`src/pkg/rtia_pkg.sv`:
```
// constants, field layout and helpers of the rtc indirect access port
// assumes one system clock; the timebase arrives as a pin and is sampled
package rtia_pkg;

   // special function register offsets and reset values
   localparam logic [7:0] ADR_OFFSET = 8'hac;
   localparam logic [7:0] DAT_OFFSET = 8'had;
   localparam logic [7:0] ADR_RESET = 8'h00;
   localparam logic [7:0] DAT_RESET = 8'h00;

   // address/control field positions
   localparam int ADR_BUSY_BIT = 7;
   localparam int ADR_AUTO_READ_BIT = 6;
   localparam int ADR_UNUSED_BIT = 5;
   localparam int ADR_SHORT_BIT = 4;
   localparam int ADR_ADDR_MSB = 3;

   // internal register map
   localparam logic [3:0] IA_CAPTURE0 = 4'h0;
   localparam logic [3:0] IA_CAPTURE3 = 4'h3;
   localparam logic [3:0] IA_CONTROL = 4'h4;
   localparam logic [3:0] IA_OSC_CTRL = 4'h5;
   localparam logic [3:0] IA_OSC_CFG = 4'h6;
   localparam logic [3:0] IA_ALARM0 = 4'h8;
   localparam logic [3:0] IA_ALARM3 = 4'hb;

   // clock control register fields
   localparam int CTL_POWER_BIT = 7;
   localparam int CTL_MISSING_CLK_BIT = 6;
   localparam int CTL_OSC_FAIL_BIT = 5;
   localparam int CTL_RUN_BIT = 4;
   localparam int CTL_SET_BIT = 1;
   localparam int CTL_CAPTURE_BIT = 0;
   localparam logic [7:0] CTL_RESET = 8'h00;

   // oscillator control register fields
   localparam int OSC_GAIN_BIT = 7;
   localparam int OSC_XTAL_MODE_BIT = 6;
   localparam int OSC_BIAS_X2_BIT = 5;
   localparam int OSC_CLK_VALID_BIT = 4;
   localparam int OSC_LOW_FREQ_BIT = 3;
   localparam logic [7:0] OSC_CTRL_RESET = 8'h00;

   // oscillator configuration register fields
   localparam int CFG_LOAD_READY_BIT = 6;
   localparam int CFG_LOAD_CAP_MSB = 3;
   localparam logic [7:0] OSC_CFG_RESET = 8'h00;

   // positions in the status pin synchroniser
   localparam int SYNC_CLK_VALID = 0;
   localparam int SYNC_LOAD_READY = 1;
   localparam int SYNC_OSC_FAIL = 2;
   localparam int SYNC_TICK = 3;
   localparam int SYNC_WIDTH = 4;

   // access strobe lengths in system clock cycles
   localparam logic [3:0] STROBE_NORMAL_CYCLES = 4'h7;
   localparam logic [3:0] STROBE_SHORT_CYCLES = 4'h6;

   // timer step per timebase tick
   localparam logic [31:0] TIMER_INC_NORMAL = 32'h0000_0001;
   localparam logic [31:0] TIMER_INC_LOW_FREQ = 32'h0000_0002;

   // nominal timebase frequencies in hz, tolerance in percent
   localparam int XTAL_FREQ_HZ = 32768;
   localparam int SELF_OSC_MIN_HZ = 10000;
   localparam int SELF_OSC_MAX_HZ = 40000;
   localparam int SELF_OSC_LOW_BIAS_HZ = 20000;
   localparam int SELF_OSC_HIGH_BIAS_HZ = 40000;
   localparam int LOW_FREQ_NOM_HZ = 16400;
   localparam int LOW_FREQ_TOL_PCT = 20;

   // software waits in ms around oscillator start
   localparam int XTAL_START_WAIT_MS = 20;
   localparam int SETTLE_WAIT_MS = 2;

   typedef enum logic [1:0] {
      SRC_SELF_OSC = 2'b00,
      SRC_CRYSTAL = 2'b01,
      SRC_LOW_FREQ = 2'b10
   } rtia_src_e;

   typedef enum logic {
      ST_IDLE = 1'b0,
      ST_XFER = 1'b1
   } rtia_state_e;

   // capture and alarm bytes step the address after each transfer
   function automatic logic rtiaIsAutoInc(input logic [3:0] a);
      return (a <= IA_CAPTURE3) || ((a >= IA_ALARM0) && (a <= IA_ALARM3));
   endfunction : rtiaIsAutoInc

   function automatic logic rtiaIsMapped(input logic [3:0] a);
      return (a <= IA_ALARM3) && (a != 4'h7);
   endfunction : rtiaIsMapped

   // bits that hardware owns are never stored from a write
   function automatic logic [7:0] rtiaWriteMask(input logic [3:0] a);
      logic [7:0] m;
      m = 8'hff;
      if (a == IA_CONTROL) begin
         m[CTL_OSC_FAIL_BIT] = 1'b0;
         m[CTL_SET_BIT] = 1'b0;
         m[CTL_CAPTURE_BIT] = 1'b0;
      end else if (a == IA_OSC_CTRL) begin
         m[OSC_CLK_VALID_BIT] = 1'b0;
      end else if (a == IA_OSC_CFG) begin
         m[CFG_LOAD_READY_BIT] = 1'b0;
      end
      return m;
   endfunction : rtiaWriteMask

endpackage : rtia_pkg

```
`src/design/rtia_pin_sync.sv`:
```
// three-stage synchroniser with agreement filter and rise pulse
// assumes pins change asynchronously to clock
module rtia_pin_sync
   import rtia_pkg::*;
#(
   parameter int WIDTH = SYNC_WIDTH
) (
   // clock and reset
   input wire logic clock,
   input wire logic rst_n,
   // pins
   input wire logic [WIDTH-1:0] pinIn,
   // synchronised view
   output logic [WIDTH-1:0] level,
   output logic [WIDTH-1:0] rise
);
   logic [WIDTH-1:0] s1_ff, s2_ff, s3_ff, stable_ff, rise_ff;
   logic [WIDTH-1:0] nxt_stable, nxt_rise;

   // a change counts once stages two and three agree
   always_comb begin
      for (int i = 0; i < WIDTH; i++) begin
         nxt_stable[i] = (s2_ff[i] == s3_ff[i]) ? s3_ff[i] : stable_ff[i];
      end
      nxt_rise = nxt_stable & ~stable_ff;
   end

   always_ff @(posedge clock) begin
      if (!rst_n) begin
         s1_ff <= '0;
         s2_ff <= '0;
         s3_ff <= '0;
         stable_ff <= '0;
         rise_ff <= '0;
      end else begin
         s1_ff <= pinIn;
         s2_ff <= s1_ff;
         s3_ff <= s2_ff;
         stable_ff <= nxt_stable;
         rise_ff <= nxt_rise;
      end
   end

   assign level = stable_ff;
   assign rise = rise_ff;
endmodule : rtia_pin_sync

```
`src/design/rtia_indirect_port.sv`:
```
// indirect access port and timebase control of the real-time clock
// assumes a processor on the special function register bus and oscillator pins
// Function
// RULE1 - bit 7 shows busy; writing 1 starts an indirect read
// RULE2 - bit 6 enables automatic read
// RULE3 - bit 5 reads zero, writes ignored
// RULE4 - bit 4 selects short access strobe
// RULE5 - bits 3:0 select the internal register target
// RULE6 - capture and alarm accesses increment the address afterwards
// RULE7 - data register holds last byte moved to or from target
// RULE8 - software uses plain loads and stores on the data register
// RULE9 - clock counts its own timebase, crossed into system clock
// RULE10 - timebase from cmos clock, low frequency oscillator, or oscillator
// RULE11 - crystal 32.768 khz; self oscillation 10 to 40 khz
// RULE12 - low frequency oscillator nominal 16.4 khz, twenty percent
// RULE13 - crystal start: mode, gain off bias on, load cap, power
// RULE14 - wait 20 ms, poll clock valid, then load ready
// RULE15 - then gain on bias off, detector on, wait, clear wake flags
// RULE16 - with cmos clock, check fail flag 2 ms after power
// RULE17 - cmos clock wants lowest bias and gain control off
// RULE18 - self oscillation when mode cleared; bias picks 20 or 40 khz
// RULE19 - self oscillation starts at once; load cap trims frequency
// RULE20 - low frequency enable both enables and selects that oscillator
// RULE21 - low frequency ticks add two to the 32-bit timer
// RULE22 - bias and load cap settings shift low frequency oscillator
// RULE23 - writing data register starts an indirect write
// RULE24 - transfer takes 7 cycles, or 6 with short strobe
// RULE25 - with automatic read, each data read starts the next read
// RULE26 - map: capture 0-3, control 4, osc 5, config 6, alarm 8-b
// RULE27 - busy clears only at transfer end; accesses while busy ignored
// RULE28 - timebase and status cross domains through synchronisers
module rtia_indirect_port
   import rtia_pkg::*;
(
   // clock and reset
   input wire logic clock,
   input wire logic rst_n,
   // special function register bus
   input wire logic [7:0] sfrAddr,
   input wire logic sfrWrite,
   input wire logic sfrRead,
   input wire logic [7:0] sfrWdata,
   output logic [7:0] sfrRdata,
   // oscillator controls
   output logic oscPowerEnable,
   output logic crystalModeSelect,
   output logic gainControlEnable,
   output logic biasDoublingEnable,
   output logic lowFreqOscEnable,
   output logic missingClockEnable,
   output logic [3:0] loadCapSetting,
   output rtia_src_e timebaseSource,
   // oscillator status pins
   input wire logic timebaseTick,
   input wire logic clockValidFlag,
   input wire logic loadCapReadyFlag,
   input wire logic oscillatorFailFlag,
   // observation
   output logic busy,
   output logic [31:0] timerValue
);
   logic adrWrite, datWrite, datRead, xferShortNow;
   logic startRead, startWrite, startAny, xferDone, capturePulse, setPulse;
   logic [SYNC_WIDTH-1:0] syncLevel, syncRise;
   logic [7:0] intRead, nxt_rdata, rdata_ff;
   rtia_state_e state_ff, nxt_state;
   logic [3:0] cnt_ff, nxt_cnt, addr_ff, nxt_addr;
   logic isRead_ff, nxt_isRead, autoRead_ff, nxt_autoRead, short_ff, nxt_short;
   logic [7:0] dat_ff, nxt_dat;
   logic [7:0] regFile_ff [0:15];
   logic [7:0] nxt_regFile [0:15];
   logic [31:0] timer_ff, nxt_timer;

   // timebase and status pins into the system clock
   rtia_pin_sync #(
      .WIDTH(SYNC_WIDTH)
   ) u_pin_sync (
      .clock(clock),
      .rst_n(rst_n),
      .pinIn({timebaseTick, oscillatorFailFlag, loadCapReadyFlag, clockValidFlag}),
      .level(syncLevel),
      .rise(syncRise)
   ); // [RULE9] [RULE28]

   // bus decode
   assign adrWrite = sfrWrite && (sfrAddr == ADR_OFFSET);
   assign datWrite = sfrWrite && (sfrAddr == DAT_OFFSET);
   assign datRead = sfrRead && (sfrAddr == DAT_OFFSET);
   assign busy = (state_ff == ST_XFER); // [RULE1]
   assign xferShortNow = adrWrite ? sfrWdata[ADR_SHORT_BIT] : short_ff; // [RULE4]
   assign startRead = !busy && ((adrWrite && sfrWdata[ADR_BUSY_BIT]) || (datRead && autoRead_ff)); // [RULE1] [RULE25]
   assign startWrite = !busy && datWrite; // [RULE23]
   assign startAny = startRead || startWrite;
   assign xferDone = busy && (cnt_ff == 4'h0);
   assign capturePulse = xferDone && !isRead_ff && (addr_ff == IA_CONTROL) && dat_ff[CTL_CAPTURE_BIT];
   assign setPulse = xferDone && !isRead_ff && (addr_ff == IA_CONTROL) && dat_ff[CTL_SET_BIT];

   // internal read view with live status bits
   always_comb begin
      intRead = 8'h00;
      case (addr_ff) // [RULE26]
         IA_CONTROL: begin
            intRead = regFile_ff[IA_CONTROL];
            intRead[CTL_OSC_FAIL_BIT] = syncLevel[SYNC_OSC_FAIL]; // [RULE16]
         end
         IA_OSC_CTRL: begin
            intRead = regFile_ff[IA_OSC_CTRL];
            intRead[OSC_CLK_VALID_BIT] = syncLevel[SYNC_CLK_VALID];
         end
         IA_OSC_CFG: begin
            intRead = regFile_ff[IA_OSC_CFG];
            intRead[CFG_LOAD_READY_BIT] = syncLevel[SYNC_LOAD_READY];
         end
         default: begin
            intRead = rtiaIsMapped(addr_ff) ? regFile_ff[addr_ff] : 8'h00;
         end
      endcase
   end

   // access port sequencing
   always_comb begin
      nxt_state = state_ff;
      nxt_cnt = cnt_ff;
      nxt_isRead = isRead_ff;
      nxt_autoRead = autoRead_ff;
      nxt_short = short_ff;
      nxt_addr = addr_ff;
      nxt_dat = dat_ff;
      if (!busy) begin
         if (adrWrite) begin
            nxt_autoRead = sfrWdata[ADR_AUTO_READ_BIT]; // [RULE2]
            nxt_short = sfrWdata[ADR_SHORT_BIT]; // [RULE4]
            nxt_addr = sfrWdata[ADR_ADDR_MSB:0]; // [RULE5]
         end
         if (datWrite) begin
            nxt_dat = sfrWdata; // [RULE7]
         end
         if (startAny) begin
            nxt_state = ST_XFER;
            nxt_isRead = startRead;
            nxt_cnt = xferShortNow ? 4'(STROBE_SHORT_CYCLES - 4'h1) : 4'(STROBE_NORMAL_CYCLES - 4'h1); // [RULE24]
         end
      end else if (xferDone) begin
         nxt_state = ST_IDLE; // [RULE27]
         if (isRead_ff) begin
            nxt_dat = intRead; // [RULE7]
         end
         if (rtiaIsAutoInc(addr_ff)) begin
            nxt_addr = 4'(addr_ff + 4'h1); // [RULE6]
         end
      end else begin
         nxt_cnt = 4'(cnt_ff - 4'h1);
      end
   end

   always_ff @(posedge clock) begin
      if (!rst_n) begin
         state_ff <= ST_IDLE;
         cnt_ff <= 4'h0;
         isRead_ff <= 1'b0;
         autoRead_ff <= ADR_RESET[ADR_AUTO_READ_BIT];
         short_ff <= ADR_RESET[ADR_SHORT_BIT];
         addr_ff <= ADR_RESET[ADR_ADDR_MSB:0];
         dat_ff <= DAT_RESET;
      end else begin
         state_ff <= nxt_state;
         cnt_ff <= nxt_cnt;
         isRead_ff <= nxt_isRead;
         autoRead_ff <= nxt_autoRead;
         short_ff <= nxt_short;
         addr_ff <= nxt_addr;
         dat_ff <= nxt_dat;
      end
   end

   // internal register file
   always_comb begin
      nxt_regFile = regFile_ff;
      if (xferDone && !isRead_ff && rtiaIsMapped(addr_ff)) begin
         nxt_regFile[addr_ff] = dat_ff & rtiaWriteMask(addr_ff); // [RULE23]
      end
      if (capturePulse) begin
         for (int i = 0; i < 4; i++) begin
            nxt_regFile[4'(i)] = timer_ff[8*i +: 8];
         end
      end
   end

   always_ff @(posedge clock) begin
      if (!rst_n) begin
         for (int i = 0; i < 16; i++) begin
            regFile_ff[i] <= 8'h00;
         end
         regFile_ff[IA_CONTROL] <= CTL_RESET;
         regFile_ff[IA_OSC_CTRL] <= OSC_CTRL_RESET;
         regFile_ff[IA_OSC_CFG] <= OSC_CFG_RESET;
      end else begin
         regFile_ff <= nxt_regFile;
      end
   end

   // 32-bit timer on the synchronised timebase
   always_comb begin
      nxt_timer = timer_ff;
      if (setPulse) begin
         nxt_timer = {regFile_ff[3], regFile_ff[2], regFile_ff[1], regFile_ff[0]};
      end else if (regFile_ff[IA_CONTROL][CTL_RUN_BIT] && syncRise[SYNC_TICK]) begin // [RULE9]
         nxt_timer = timer_ff + (lowFreqOscEnable ? TIMER_INC_LOW_FREQ : TIMER_INC_NORMAL); // [RULE21]
      end
   end

   always_ff @(posedge clock) begin
      if (!rst_n) begin
         timer_ff <= 32'h0000_0000;
      end else begin
         timer_ff <= nxt_timer;
      end
   end

   // register read data, one cycle after the address
   always_comb begin
      nxt_rdata = 8'h00;
      if (sfrAddr == ADR_OFFSET) begin
         nxt_rdata = {busy, autoRead_ff, 1'b0, short_ff, addr_ff}; // [RULE1] [RULE3]
      end else if (sfrAddr == DAT_OFFSET) begin
         nxt_rdata = dat_ff;
      end
   end

   always_ff @(posedge clock) begin
      if (!rst_n) begin
         rdata_ff <= 8'h00;
      end else begin
         rdata_ff <= nxt_rdata;
      end
   end

   assign sfrRdata = rdata_ff;
   assign timerValue = timer_ff;

   // oscillator controls from the internal registers
   assign oscPowerEnable = regFile_ff[IA_CONTROL][CTL_POWER_BIT];
   assign missingClockEnable = regFile_ff[IA_CONTROL][CTL_MISSING_CLK_BIT];
   assign gainControlEnable = regFile_ff[IA_OSC_CTRL][OSC_GAIN_BIT];
   assign crystalModeSelect = regFile_ff[IA_OSC_CTRL][OSC_XTAL_MODE_BIT]; // [RULE11] [RULE18]
   assign biasDoublingEnable = regFile_ff[IA_OSC_CTRL][OSC_BIAS_X2_BIT]; // [RULE18] [RULE22]
   assign lowFreqOscEnable = regFile_ff[IA_OSC_CTRL][OSC_LOW_FREQ_BIT]; // [RULE12] [RULE20]
   assign loadCapSetting = regFile_ff[IA_OSC_CFG][CFG_LOAD_CAP_MSB:0]; // [RULE19] [RULE22]

   // timebase source; low frequency enable overrides the oscillator
   always_comb begin
      if (lowFreqOscEnable) begin
         timebaseSource = SRC_LOW_FREQ; // [RULE20]
      end else if (crystalModeSelect) begin
         timebaseSource = SRC_CRYSTAL; // [RULE10]
      end else begin
         timebaseSource = SRC_SELF_OSC; // [RULE10] [RULE19]
      end
   end
endmodule : rtia_indirect_port

```
`config.mk`:
```
export PLATFORM = sky130hd
export DESIGN_NAME = rtia_indirect_port
export DESIGN_NICKNAME = d
export VERILOG_FILES = /design/src/pkg/rtia_pkg.sv /design/src/design/rtia_pin_sync.sv /design/src/design/rtia_indirect_port.sv
export SDC_FILE = /design/constraint.sdc
export NUM_CORES = 1
export LEC_CHECK = 0
export BUFFER_PORTS_ARGS = -buffer_cell sky130_fd_sc_hd__buf_2
export CAP_MARGIN = 20
export CORE_ASPECT_RATIO = 1.25
export CORE_MARGIN = 8
export CORE_UTILIZATION = 56
export DETAILED_ROUTE_END_ITERATION = 7
export HOLD_SLACK_MARGIN = 0.02
export PLACE_DENSITY_LB_ADDON = 0.3
export SYNTH_ARGS = -nofsm -noshare
export SYNTH_HDL_FRONTEND = slang
export SYNTH_SLANG_ARGS = --single-unit
```
`constraint.sdc`:
```
create_clock -name clock -period 2.8 [get_ports clock]
set_input_delay 0.14 -clock clock [delete_from_list [all_inputs] [get_ports clock]]
set_output_delay 0.14 -clock clock [all_outputs]
set_load 0.01 [all_outputs]
```
# Word level (Yosys, flattened, before mapping)
# Index checks and enable logic that the tools add are counted.
# word_totals
register_bits,208
wordCells,142
output_inout_bits,53
# classes
n_mux,48
n_reduce_logical,34
order_cmp,5
addsub,3
bitwise,7
n_eq_ne,14
# op_table
op,count
$bwmux W128,1
$mux W128,1
$mux W32,3
$mux W8,10
$add A32 B2 Y32,1
$bmux W8 S4,1
$demux W8 S4,1
$mux W4,7
$pmux W8 S3,1
$mux W1,18
$logic_and A1 B1 Y1,17
$eq A8 B8 Y1 const B,2
$eq A4 B3 Y1 const B,3
$mux W2,5
$reduce_bool A2 Y1,5
$and A8 B8 Y8,1
$reduce_and A2 Y1,3
$reduce_and A3 Y1,2
$ge A5 B5 Y1 const B,1
$lt A5 B1 Y1 const B,1
$not A4 Y5,1
$add A4 B1 Y4 const B,1
$and A4 B4 Y4,1
$eq A1 B1 Y1,4
13 further kinds,20

# Logic depth before layout (Yosys ltp)
# Gate-level depths: netlist (run 1).
# logic_depth
word_depth,9
depth_mapped,11
ltp_nobuf,9

# Modules after synthesis
# From an unflattened synthesis (run 1), not the netlist that was laid out.
# hier_totals
cells_unflattened,927
area_unflattened_um2,8326.7
# by_module_without_submodules
module,cells_each,area_each_um2,n_inst,seq_area_each_um2
rtia_indirect_port,878,7723.7,1,3123.0
rtia_pin_sync,49,603.1,1,400.4

# Worst setup path before layout (run 1)
# OpenSTA, ideal clock, no wires.
# synth_timing
path_type,reg-to-reg
start,register addr_ff[1]
end,register regFile_ff[120] (netlist bit)
path_stages_with_launch,11
path_buffers,5
arrival_time_ns,2.436
synth_period_minus_slack_ns,2.568
required_time_ns,2.667
slack_ns,0.232
path_cell_list,dfxtp_1 buf_2 buf_2 clkbuf_1 inv_1 ha_1 clkbuf_1 clkbuf_1 nand3_1 mux2i_1 a21oi_1
# synth_between
elab_chain_len,8
word_cells_on_any_way,20
cone_classes,3 x order compare; 2 x eq/ne; 7 x mux; 2 x bitwise; 6 x reduce/logical
# synth_lines
item,line_no,text
from (decl),rtia_indirect_port.sv:67,"logic [3:0] cnt_ff, nxt_cnt, addr_ff, nxt_addr;"
from (signal assigned),rtia_indirect_port.sv:163,addr_ff <= ADR_RESET[ADR_ADDR_MSB:0];
from (signal assigned),rtia_indirect_port.sv:171,addr_ff <= nxt_addr;
$not A4 Y5 (not written as such),rtia_indirect_port.sv:180,nxt_regFile[addr_ff] = dat_ff & rtiaWriteMask(addr_ff);
$ge A5 B5 Y1 (not written as such) / $lt A5 B1 Y1 (equally long branches),rtia_indirect_port.sv:180,
$logic_and A1 B1 Y1 (not written as such),rtia_indirect_port.sv:180,
$mux W8 (not written as such),rtia_indirect_port.sv:180,
$demux W8 S4,rtia_indirect_port.sv:180,
$bwmux W128,rtia_indirect_port.sv:180,
$mux W128,rtia_indirect_port.sv:179,if (xferDone && !isRead_ff && rtiaIsMapped(addr_ff)) begin
$mux W32,rtia_indirect_port.sv:182,if (capturePulse) begin
to (signal assigned),rtia_indirect_port.sv:198,regFile_ff <= nxt_regFile;
to (decl),rtia_indirect_port.sv:70,logic [7:0] regFile_ff [0:15];
# Parallel ways exist; a longest one is shown, timed or not. The select of a mux whose other input is x is not followed.
# A chain may end at the register's enable or synchronous reset.

# Final worst setup path (run 1)
# layout_timing
start,register addr_ff[1]
end,register dat_ff[4]
# layout_between
elab_chain_len,9
word_cells_on_any_way,15
cone_classes,1 x order compare; 4 x eq/ne; 8 x mux; 1 x bitwise; 1 x reduce/logical
# layout_lines
item,line_no,text
$not A4 Y5 (not written as such),rtia_indirect_port.sv:115,intRead = rtiaIsMapped(addr_ff) ? regFile_ff[addr_ff] : 8'h00;
$bmux W8 S4,rtia_indirect_port.sv:115,
$mux W8 (not written as such) (2 in series),rtia_indirect_port.sv:115,
$mux W8,rtia_indirect_port.sv:115,
$pmux W8 S3 *,rtia_indirect_port.sv:101,case (addr_ff)
$mux W8 *,rtia_indirect_port.sv:145,if (isRead_ff) begin
$mux W8 *,rtia_indirect_port.sv:143,end else if (xferDone) begin
$mux W8 *,rtia_indirect_port.sv:129,if (!busy) begin
to (signal assigned),rtia_indirect_port.sv:172,dat_ff <= nxt_dat;
to (decl),rtia_indirect_port.sv:69,"logic [7:0] dat_ff, nxt_dat;"
# Mark *: on every way between the ends. The rest lies on a longest branch, timed or not. The select of a mux whose other input is x is not followed.

==> results.cfg, run 1 <==
[status]
status = complete, no violations

[synthesis]
syn_nets = 952
synth_seq_area_share_pct = 42.2
synthFlopType = dfxtp_1
synth_edf_count = 0
avgSynthCellArea_um2 = 8.92
ys_ff_latch = 173
syn_area_mm2 = 0.00821
ys_types = 54
synthArstFlopShare_pct = 0
syn_inst = 920
synth-warning-count = 0

[setup_path]
crit_fanout = 21
cp-endpoint = dat_ff[4]
critPathKind = reg -> reg
cp.depth = 7
cpMaxStageDelayCell = a21oi_1
startpoint = addr_ff[1]
crit_chain = inv_1 > ha_1 > nor2_1 > nand2_1 > a21oi_1 > a221oi_1 > o2bb2ai_1
arrival_ns = 2.84
crit_family = compound AO/OA/AOI/OAI gates
r2r_start = addr_ff[1]
worstSetupEndpointType = flip-flop
reg2reg_depth = 7
reg2reg_slack_ns = 0.32
cpPeakStageDelay_ns = 0.57
required_ns = 3.16
start_kind = flip-flop
reg2reg_to = dat_ff[4]
cp_num_buf_inv = 1

[sta]
period_minus_slack_ns = 2.48
clock_skew_ns = 0.00818
fin_crit_sh_pct = 88.6
rsz0062_at_grt = no
setup_viol = 0
worst_pin_slew_ns = 0.871
fmax_mhz = 403
finalMaxSlewViolations = 0
hold_violations = 0
slew_headroom_pct = 41.9
fin_setup_tns_ns = 0
finalWorstSetupSlack_ns = 0.319

[routing]
drc = 0
initialDrtViolationCount = 976
routed_wl_um = 23600
wire_per_inst_um = 20.4
vias_per_cell = 6.27
postRouteAntennaNets = 0
num_vias = 7258
drt_pre_antenna_iters = 5

[clocking]
cts-root-buf = clkbuf_16
clock_path_buffers = 2
path_clk_slew_ns = 0.06
clock_sinks = 173
clkLatencyLatePin_ns = 0.43
numCtsBuffers = 17
tritoncts = yes
ctsResizeCount = 0
hold_buffers = 8
htree_levels = 4
cts_setup_buffers = 0

[floorplanning]
rows = 49
core-area_mm2 = 0.0143
die-width_um = 124
start_util_pct = 57.2
die_area_mm2 = 0.0188
die_height_um = 151
io_pins = 77

[grt]
first_global_vias = 7063
grt_pass1_wl_um = 37900
grtUsageMet3_pct = 5.32
grt_overflow_total = 0
antenna_found_initial = 0
grtUsageMet2_pct = 42.0
grt_most_used_layer = met2
track_usage_pct = 25.2
gr-usage-met1_pct = 29.0
grt_max_degree = 82

[final_layout]
final_cell_count_no_fill = 1158
layout-drive-gt1-share_pct = 15.0
fin_nets = 1002
nFillCells = 1223
area_delta_synth_final_pct = 13.4
antenna_cells = 0

[placed_design]
place.gp.congestion = 0.916
hpwl_um = 16300
io_buffers = 76
place_worst_setup_slack_ns = 0.369
dpl.cell_count = 1121

[hold_path]
hold_path_depth = 3
hold_class = in -> reg

[power]
ir_drop_uv = 427
p_leak_nw = 3.78
p_per_area_mw_per_mm2 = 511

[job]
maxCapViolCount = 0
-- worst min-delay path by stage --
stage / startpoint / to
after CTS: sfrWdata[5] / dat_ff[5]
after detailed placement: loadCapReadyFlag / u_pin_sync.s1_ff[1]
final: sfrWdata[0] / dat_ff[0]
after floorplan: clockValidFlag / u_pin_sync.s1_ff[0]
after global placement: loadCapReadyFlag / u_pin_sync.s1_ff[1]
after global routing: sfrWdata[0] / dat_ff[0]
-- Yosys cell counts (all sizes together) (8+ instances only) --
cell | count | share of area, %
a211oi | 10 | 0.91
a21oi | 100 | 6.1
a221oi | 16 | 1.7
a222oi | 8 | 0.98
a22o | 8 | 0.85
and2 | 27 | 2.1
and3 | 8 | 0.61
buf | 14 | 0.96
clkbuf | 65 | 3.0
dfxtp | 173 | 42
inv | 15 | 0.69
mux2i | 95 | 12
mux4 | 8 | 2.2
nand2 | 50 | 2.3
nand3 | 31 | 1.9
nand4 | 19 | 1.6
nor2 | 86 | 3.9
nor2b | 8 | 0.61
nor3 | 10 | 0.61
o21ai | 73 | 4.5
o2bb2ai | 8 | 0.85
xnor2 | 14 | 1.5
xor2 | 18 | 1.9
-- report_power, final --
part	leakage [nW]	switching (mW)	internal [mW]
logic	2.13	0.0697	0.0399
registers	1.40	0.00374	2.47
clock network	0.254	0.921	1.25
-- metal layers --
layer / wire length [um] / part of all wire, %
met1: 9470 / 40
met2: 11100 / 47
met3: 1750 / 7.4
met4: 1220 / 5.2
met5: 0 / 0
-- cells by family after synthesis --
logic type      Yosys count  synth area share (%)
simple gates            275                  17.5
xor+xnor                 32                  3.42
buf+inv                  94                  4.62
flops                   173                  42.2
compound gates          234                  17.0
fa+ha+maj                 8                  1.31
mux                     104                  13.9
-- worst register-to-register path, stage by stage (launching register included) --
cell       delay, ns
dfxtp_2         0.52
inv_1           0.14
ha_1            0.47
nor2_1          0.25
nand2_1         0.08
a21oi_1         0.57
a221oi_1        0.22
o2bb2ai_1       0.17
-- layout make-up --
| cell class | count | area [um2] | share of cell area (%) |
|---|---|---|---|
| tap | 178 | 223 | 2.39 |
| clock inverter | 7 | 67.6 | 0.726 |
| timing repair buffer | 110 | 668 | 7.18 |
| multi-input combinational | 653 | 4360 | 46.9 |
| inverter | 15 | 56.3 | 0.605 |
| clock buffer | 22 | 464 | 4.99 |
| sequential | 173 | 3460 | 37.2 |
-- registers in the layout (all words and copies together) (netlist names) --
name                count
regFile_ff             86
timerValue             32
dat_ff                  8
sfrRdata                8
addr_ff                 4
cnt_ff                  4
loadCapSetting          4
u_pin_sync.level        4
u_pin_sync.s1_ff        4
u_pin_sync.s2_ff        4
u_pin_sync.s3_ff        4
autoRead_ff             1
biasDoublingEnable      1
busy                    1
crystalModeSelect       1
gainControlEnable       1
isRead_ff               1
lowFreqOscEnable        1
missingClockEnable      1
oscPowerEnable          1
short_ff                1
u_pin_sync.rise         1
-- layout by cell type, fill, tap and decap left out, drive strengths merged, types with 14 or more instances in the layout --
master  instances
a21oi         100
a221oi         16
and2           27
buf           102
clkbuf         22
dfxtp         173
inv            15
mux2i          95
nand2          50
nand3          31
nand4          19
nor2           86
o21ai          73
xnor2          14
xor2           18
-- stage by stage --
step / instance area [um2] / power [mW] / hold WS [ns] / util, %
global placement: 8690 / 2.63 / 0.350 / 60.6
CTS: 9310 / 4.78 / 0.0461 / 64.9
finish: 9310 / 4.75 / 0.0783 / 64.9
detailed placement: 8690 / 2.63 / 0.349 / 60.6
floorplan: 8210 / 2.59 / 0.267 / -
global route: 9310 / 4.88 / 0.0645 / 64.9
Note: power is estimated with default switching activity, not from simulation.
==> run 2, diff against run 1 <==
- CORE_ASPECT_RATIO: 1.25 -> 1.1
- PLACE_DENSITY: not set -> 0.76
- PLACE_DENSITY_LB_ADDON: 0.3 -> not set
==> results.cfg, run 2 (same netlist as run 1, synthesis figures left out) <==
[power]
power_mw = 5.15
ir_drop_uv = 442
p_per_area_mw_per_mm2 = 547
p_leak_nw = 3.82

[sta]
finalMaxSlewViolations = 0
fin_setup_tns_ns = 0
period_minus_slack_ns = 2.52
setup_viol = 0
clock_skew_ns = 0.00757
worst_pin_slew_ns = 0.910
slew_headroom_pct = 39.3
rsz0062_at_grt = no
hold_violations = 0
fmax_mhz = 396
fin_crit_sh_pct = 90.2

[routing]
drt_pre_antenna_iters = 7
initialDrtViolationCount = 906
vias_per_cell = 6.26
drc = 0
postRouteAntennaNets = 0
num_vias = 7343
routed_wl_um = 23900
wire_per_inst_um = 20.4

[final_layout]
final_common_cell = dfxtp_1
antenna_cells = 0
largest_reg_flops = 86
area_delta_synth_final_pct = 14.7
nFillCells = 1192
layout-drive-gt1-share_pct = 15.0
fin_nets = 1000
final_cell_mix = dfxtp_1 (172), a21oi_1 (100), mux2i_1 (95)
top_register = regFile_ff

[setup_path]
arrival_ns = 2.82
cpPeakStageDelay_ns = 0.61
r2r_start = lowFreqOscEnable
crit_fanout = 8
crit_chain = inv_1 > ha_1 > inv_1 > fa_1 > or4_4 > nor4_1 > xnor2_1 > a21oi_1
cpMaxStageDelayCell = or4_4
reg2reg_slack_ns = 0.28
start_kind = flip-flop
critPathKind = reg -> reg
reg2reg_to = timerValue[28]
worstSetupEndpointType = flip-flop
reg2reg_depth = 8
crit_top_cell = inv_1
required_ns = 3.10

[hold_path]
hold_class = in -> reg
hold_path_depth = 3
hold_end = dat_ff[7]
hp-start = sfrWdata[7]

[grt]
grt_max_degree = 82
grt_overflow_total = 0
first_global_vias = 6878
track_usage_pct = 25.2
grt_pass1_wl_um = 37800
antenna_found_initial = 0

[placed_design]
io_buffers = 76
hpwl_um = 15800
place.gp.congestion = 0.916

[clocking]
clock_sinks = 173
htree_levels = 4
clock_path_buffers = 2
clkLatencyLatePin_ns = 0.43
tritoncts = yes
hold_buffers = 10
numCtsBuffers = 17
cts-root-buf = clkbuf_16
path_clk_slew_ns = 0.06
ctsResizeCount = 0
cts_setup_buffers = 0

[floorplanning]
rows = 46
start_util_pct = 57.0
die-width_um = 131
die_area_mm2 = 0.0188
core-area_mm2 = 0.0144
io_pins = 77
die_height_um = 143

[status]
status = complete, no violations

[job]
maxCapViolCount = 0
==> run 2: changes by cell type in the layout (fill, tap and decap cells not counted) <==
cell           change
clkinv_4           +2
clkbuf_1           -1
buf_4              -3
clkinvlp_4         -1
dlygate4sd3_1      +2
buf_12             -1
clkinv_2           -2
bufinv_16          +3
clkbuf_8           +2
==> run 2: cell type report <==
class	count	area, um2	share of cell area (%)
sequential	173	3460	36.8
tap	192	240	2.55
clock buffer	23	488	5.18
clock inverter	9	158	1.67
timing repair buffer	108	646	6.86
multi-input combinational	653	4360	46.3
inverter	15	56.3	0.598
==> run 2: worst max-delay path by stage <==
stage / from / endpoint / slack (ns) / depth (start not counted)
floorplan: addr_ff[1] / regFile_ff[120] / 0.23 / 10
global placement: lowFreqOscEnable / timerValue[28] / 0.42 / 8
detailed placement: lowFreqOscEnable / timerValue[28] / 0.32 / 8
CTS: lowFreqOscEnable / timerValue[28] / 0.31 / 8
global route: addr_ff[1] / regFile_ff[43] / 0.16 / 4
finish: lowFreqOscEnable / timerValue[28] / 0.28 / 8
==> run 2: where the power goes <==
| part | leakage [nW] | total (mW) | switching (mW) | internal (mW) |
|---|---|---|---|---|
| Combinational | 2.11 | 0.113 | 0.0710 | 0.0419 |
| Sequential | 1.40 | 2.47 | 0.00386 | 2.47 |
| Clock | 0.310 | 2.56 | 0.974 | 1.59 |
==> run 2: worst max-delay path: cells and delay by family, from the launching register on <==
kind | cells | cell delay [ns]
buffers and inverters | 2 | 0.22
flip-flops | 1 | 0.43
XOR/XNOR | 1 | 0.16
adder cells (fa/ha/maj) | 2 | 0.62
AND/OR/NAND/NOR | 2 | 0.89
AO/OA/AOI/OAI | 1 | 0.08
==> run 2: stage by stage <==
step	hold slack, ns	worst slack [ns]	cell area [um2]	instances	util (%)
CTS	0.0411	0.314	9420	1173	65.4
detailed placement	0.351	0.320	8670	1131	60.3
global route	0.0840	0.157	9420	1173	65.4
floorplan	0.267	0.232	8210	920	-
finish	0.0608	0.276	9420	1173	65.4
global placement	0.348	0.418	8670	1131	60.3
==> run 2: metal layers <==
layer | share of wire [%] | track usage [%] | up-vias | routed length (um)
li1 | - | - | 3406 | -
met1 | 42 | 30.9 | 3482 | 10100
met2 | 47 | 41.2 | 391 | 11200
met3 | 8.4 | 6.75 | 64 | 2020
met4 | 2.7 | 10.9 | 0 | 653
met5 | 0 | 0 | - | 0
==> run 3, diff against run 2 <==
- CAP_MARGIN: 20 -> not set
- SYNTH_HIERARCHICAL: not set -> 1
==> results.cfg, run 3 <==
[status]
status = complete, no violations

[floorplanning]
io_pins = 77
die-width_um = 132
start_util_pct = 57.3
core-area_mm2 = 0.0144
die_height_um = 143
rows = 46
die_area_mm2 = 0.0189

[power]
p_leak_nw = 3.59
p_per_area_mw_per_mm2 = 527
ir_drop_uv = 444

[final_layout]
final_common_cell = dfxtp_1
final_cell_mix = dfxtp_1 (173), a21oi_1 (121), nand2_1 (94)
largest_reg_flops = 86
postLayoutCoreUtil_pct = 65.5
seq_area_mm2 = 0.00346
fin_nets = 1008
top_register = regFile_ff
antenna_cells = 0
nFillCells = 1200
area_delta_synth_final_pct = 14.3
multi_input_area_mm2 = 0.00442
layout-drive-gt1-share_pct = 19.8
final_cell_count_no_fill = 1179

[grt]
track_usage_pct = 25.8
grt_max_degree = 90
antenna_found_initial = 0
first_global_vias = 7156
grt_pass1_wl_um = 38900
grt_overflow_total = 0

[clocking]
clock_sinks = 173
cts_setup_buffers = 0
clock_path_buffers = 2
htree_levels = 4
path_clk_slew_ns = 0.06
tritoncts = yes
cts-root-buf = clkbuf_16
numCtsBuffers = 17
clkLatencyLatePin_ns = 0.43

[synthesis]
syn_area_mm2 = 0.00824
syn_inst = 921
syn_nets = 953
avgSynthCellArea_um2 = 8.95
synth-warning-count = 6

[routing]
initialDrtViolationCount = 953
drt_pre_antenna_iters = 6
wire_per_inst_um = 20.7
vias_per_cell = 6.34
num_vias = 7470
postRouteAntennaNets = 0
routed_wl_um = 24400
drc = 0

[placed_design]
dpl.cell_count = 1143
io_buffers = 76
place.gp.congestion = 0.957
hpwl_um = 16800

[hold_path]
hold_class = in -> reg

[job]
maxCapViolCount = 0

[setup_path]
critPathKind = reg -> reg
arrival_ns = 2.97
required_ns = 3.14
start_kind = flip-flop
worstSetupEndpointType = flip-flop
crit_fanout = 11

[sta]
slew_headroom_pct = 27.2
fmax_mhz = 381
clock_skew_ns = 0.00787
finalMaxSlewViolations = 0
hold_violations = 0
setup_viol = 0
fin_crit_sh_pct = 93.8
period_minus_slack_ns = 2.63
fin_setup_tns_ns = 0
worst_pin_slew_ns = 1.09
rsz0062_at_grt = no
## run 3: per-stage QoR
stage	setup WS, ns	hold slack [ns]	power (mW)	cell area (um2)
3_3_place_gp	0.300	0.359	2.65	8780
3_5_place_dp	0.241	0.363	2.66	8780
4_1_cts	0.196	0.0246	4.98	9420
5_1_grt	0.0457	0.0617	5.09	9420
6_report	0.174	0.0449	4.96	9420
2_1_floorplan	0.0998	0.282	2.61	8240
## run 3: where the power goes
group / switching, mW / internal (mW) / total [mW]
Combinational: 0.0813 / 0.0493 / 0.131
Clock: 0.956 / 1.40 / 2.35
Sequential: 0.00761 / 2.47 / 2.48
## run 3: path summary, 6_finish.rpt
| check | to | depth (start not counted) | from | slack, ns |
|---|---|---|---|---|
| worst max-delay path | timerValue[12] | 9 | lowFreqOscEnable | 0.17 |
| worst min-delay path | dat_ff[5] | 3 | sfrWdata[5] | 0.04 |
| worst max register to register | timerValue[12] | 9 | lowFreqOscEnable | 0.17 |
| worst min register to register | u_pin_sync/s2_ff[3] | 1 | u_pin_sync/s1_ff[3] | 0.44 |
## run 3: final cells by class
type / count / area share, %
Tap cell: 192 / 2.55
Sequential cell: 173 / 36.8
Inverter: 17 / 0.677
Timing Repair Buffer: 111 / 6.99
Clock inverter: 6 / 0.903
Multi-Input combinational cell: 656 / 46.9
Clock buffer: 24 / 5.22
## run 3: what timing repair did
| item | in CTS | in global routing |
|---|---|---|
| endpoints found under the hold margin | 6 | 0 |
| gates resized for setup | 0 | 0 |
| hold buffers | 6 | 0 |
## run 3: worst max-delay path: stages, from the launching register on
cell and delay, ns:
dfxtp_1 0.35, inv_1 0.12, ha_1 0.21, inv_1 0.07, fa_1 0.39, and3b_1 0.59
nand2_1 0.22, nor3_1 0.27, xnor2_1 0.09, a211oi_1 0.23
## run 3: layer usage
| layer | GRT usage, % | share of wire, % | wire length, um |
|---|---|---|---|
| met5 | 0 | 0 | 0 |
| met4 | 10.9 | 2.7 | 654 |
| met3 | 6.50 | 9.4 | 2300 |
| met2 | 42.4 | 48 | 11600 |
| met1 | 31.8 | 40 | 9870 |
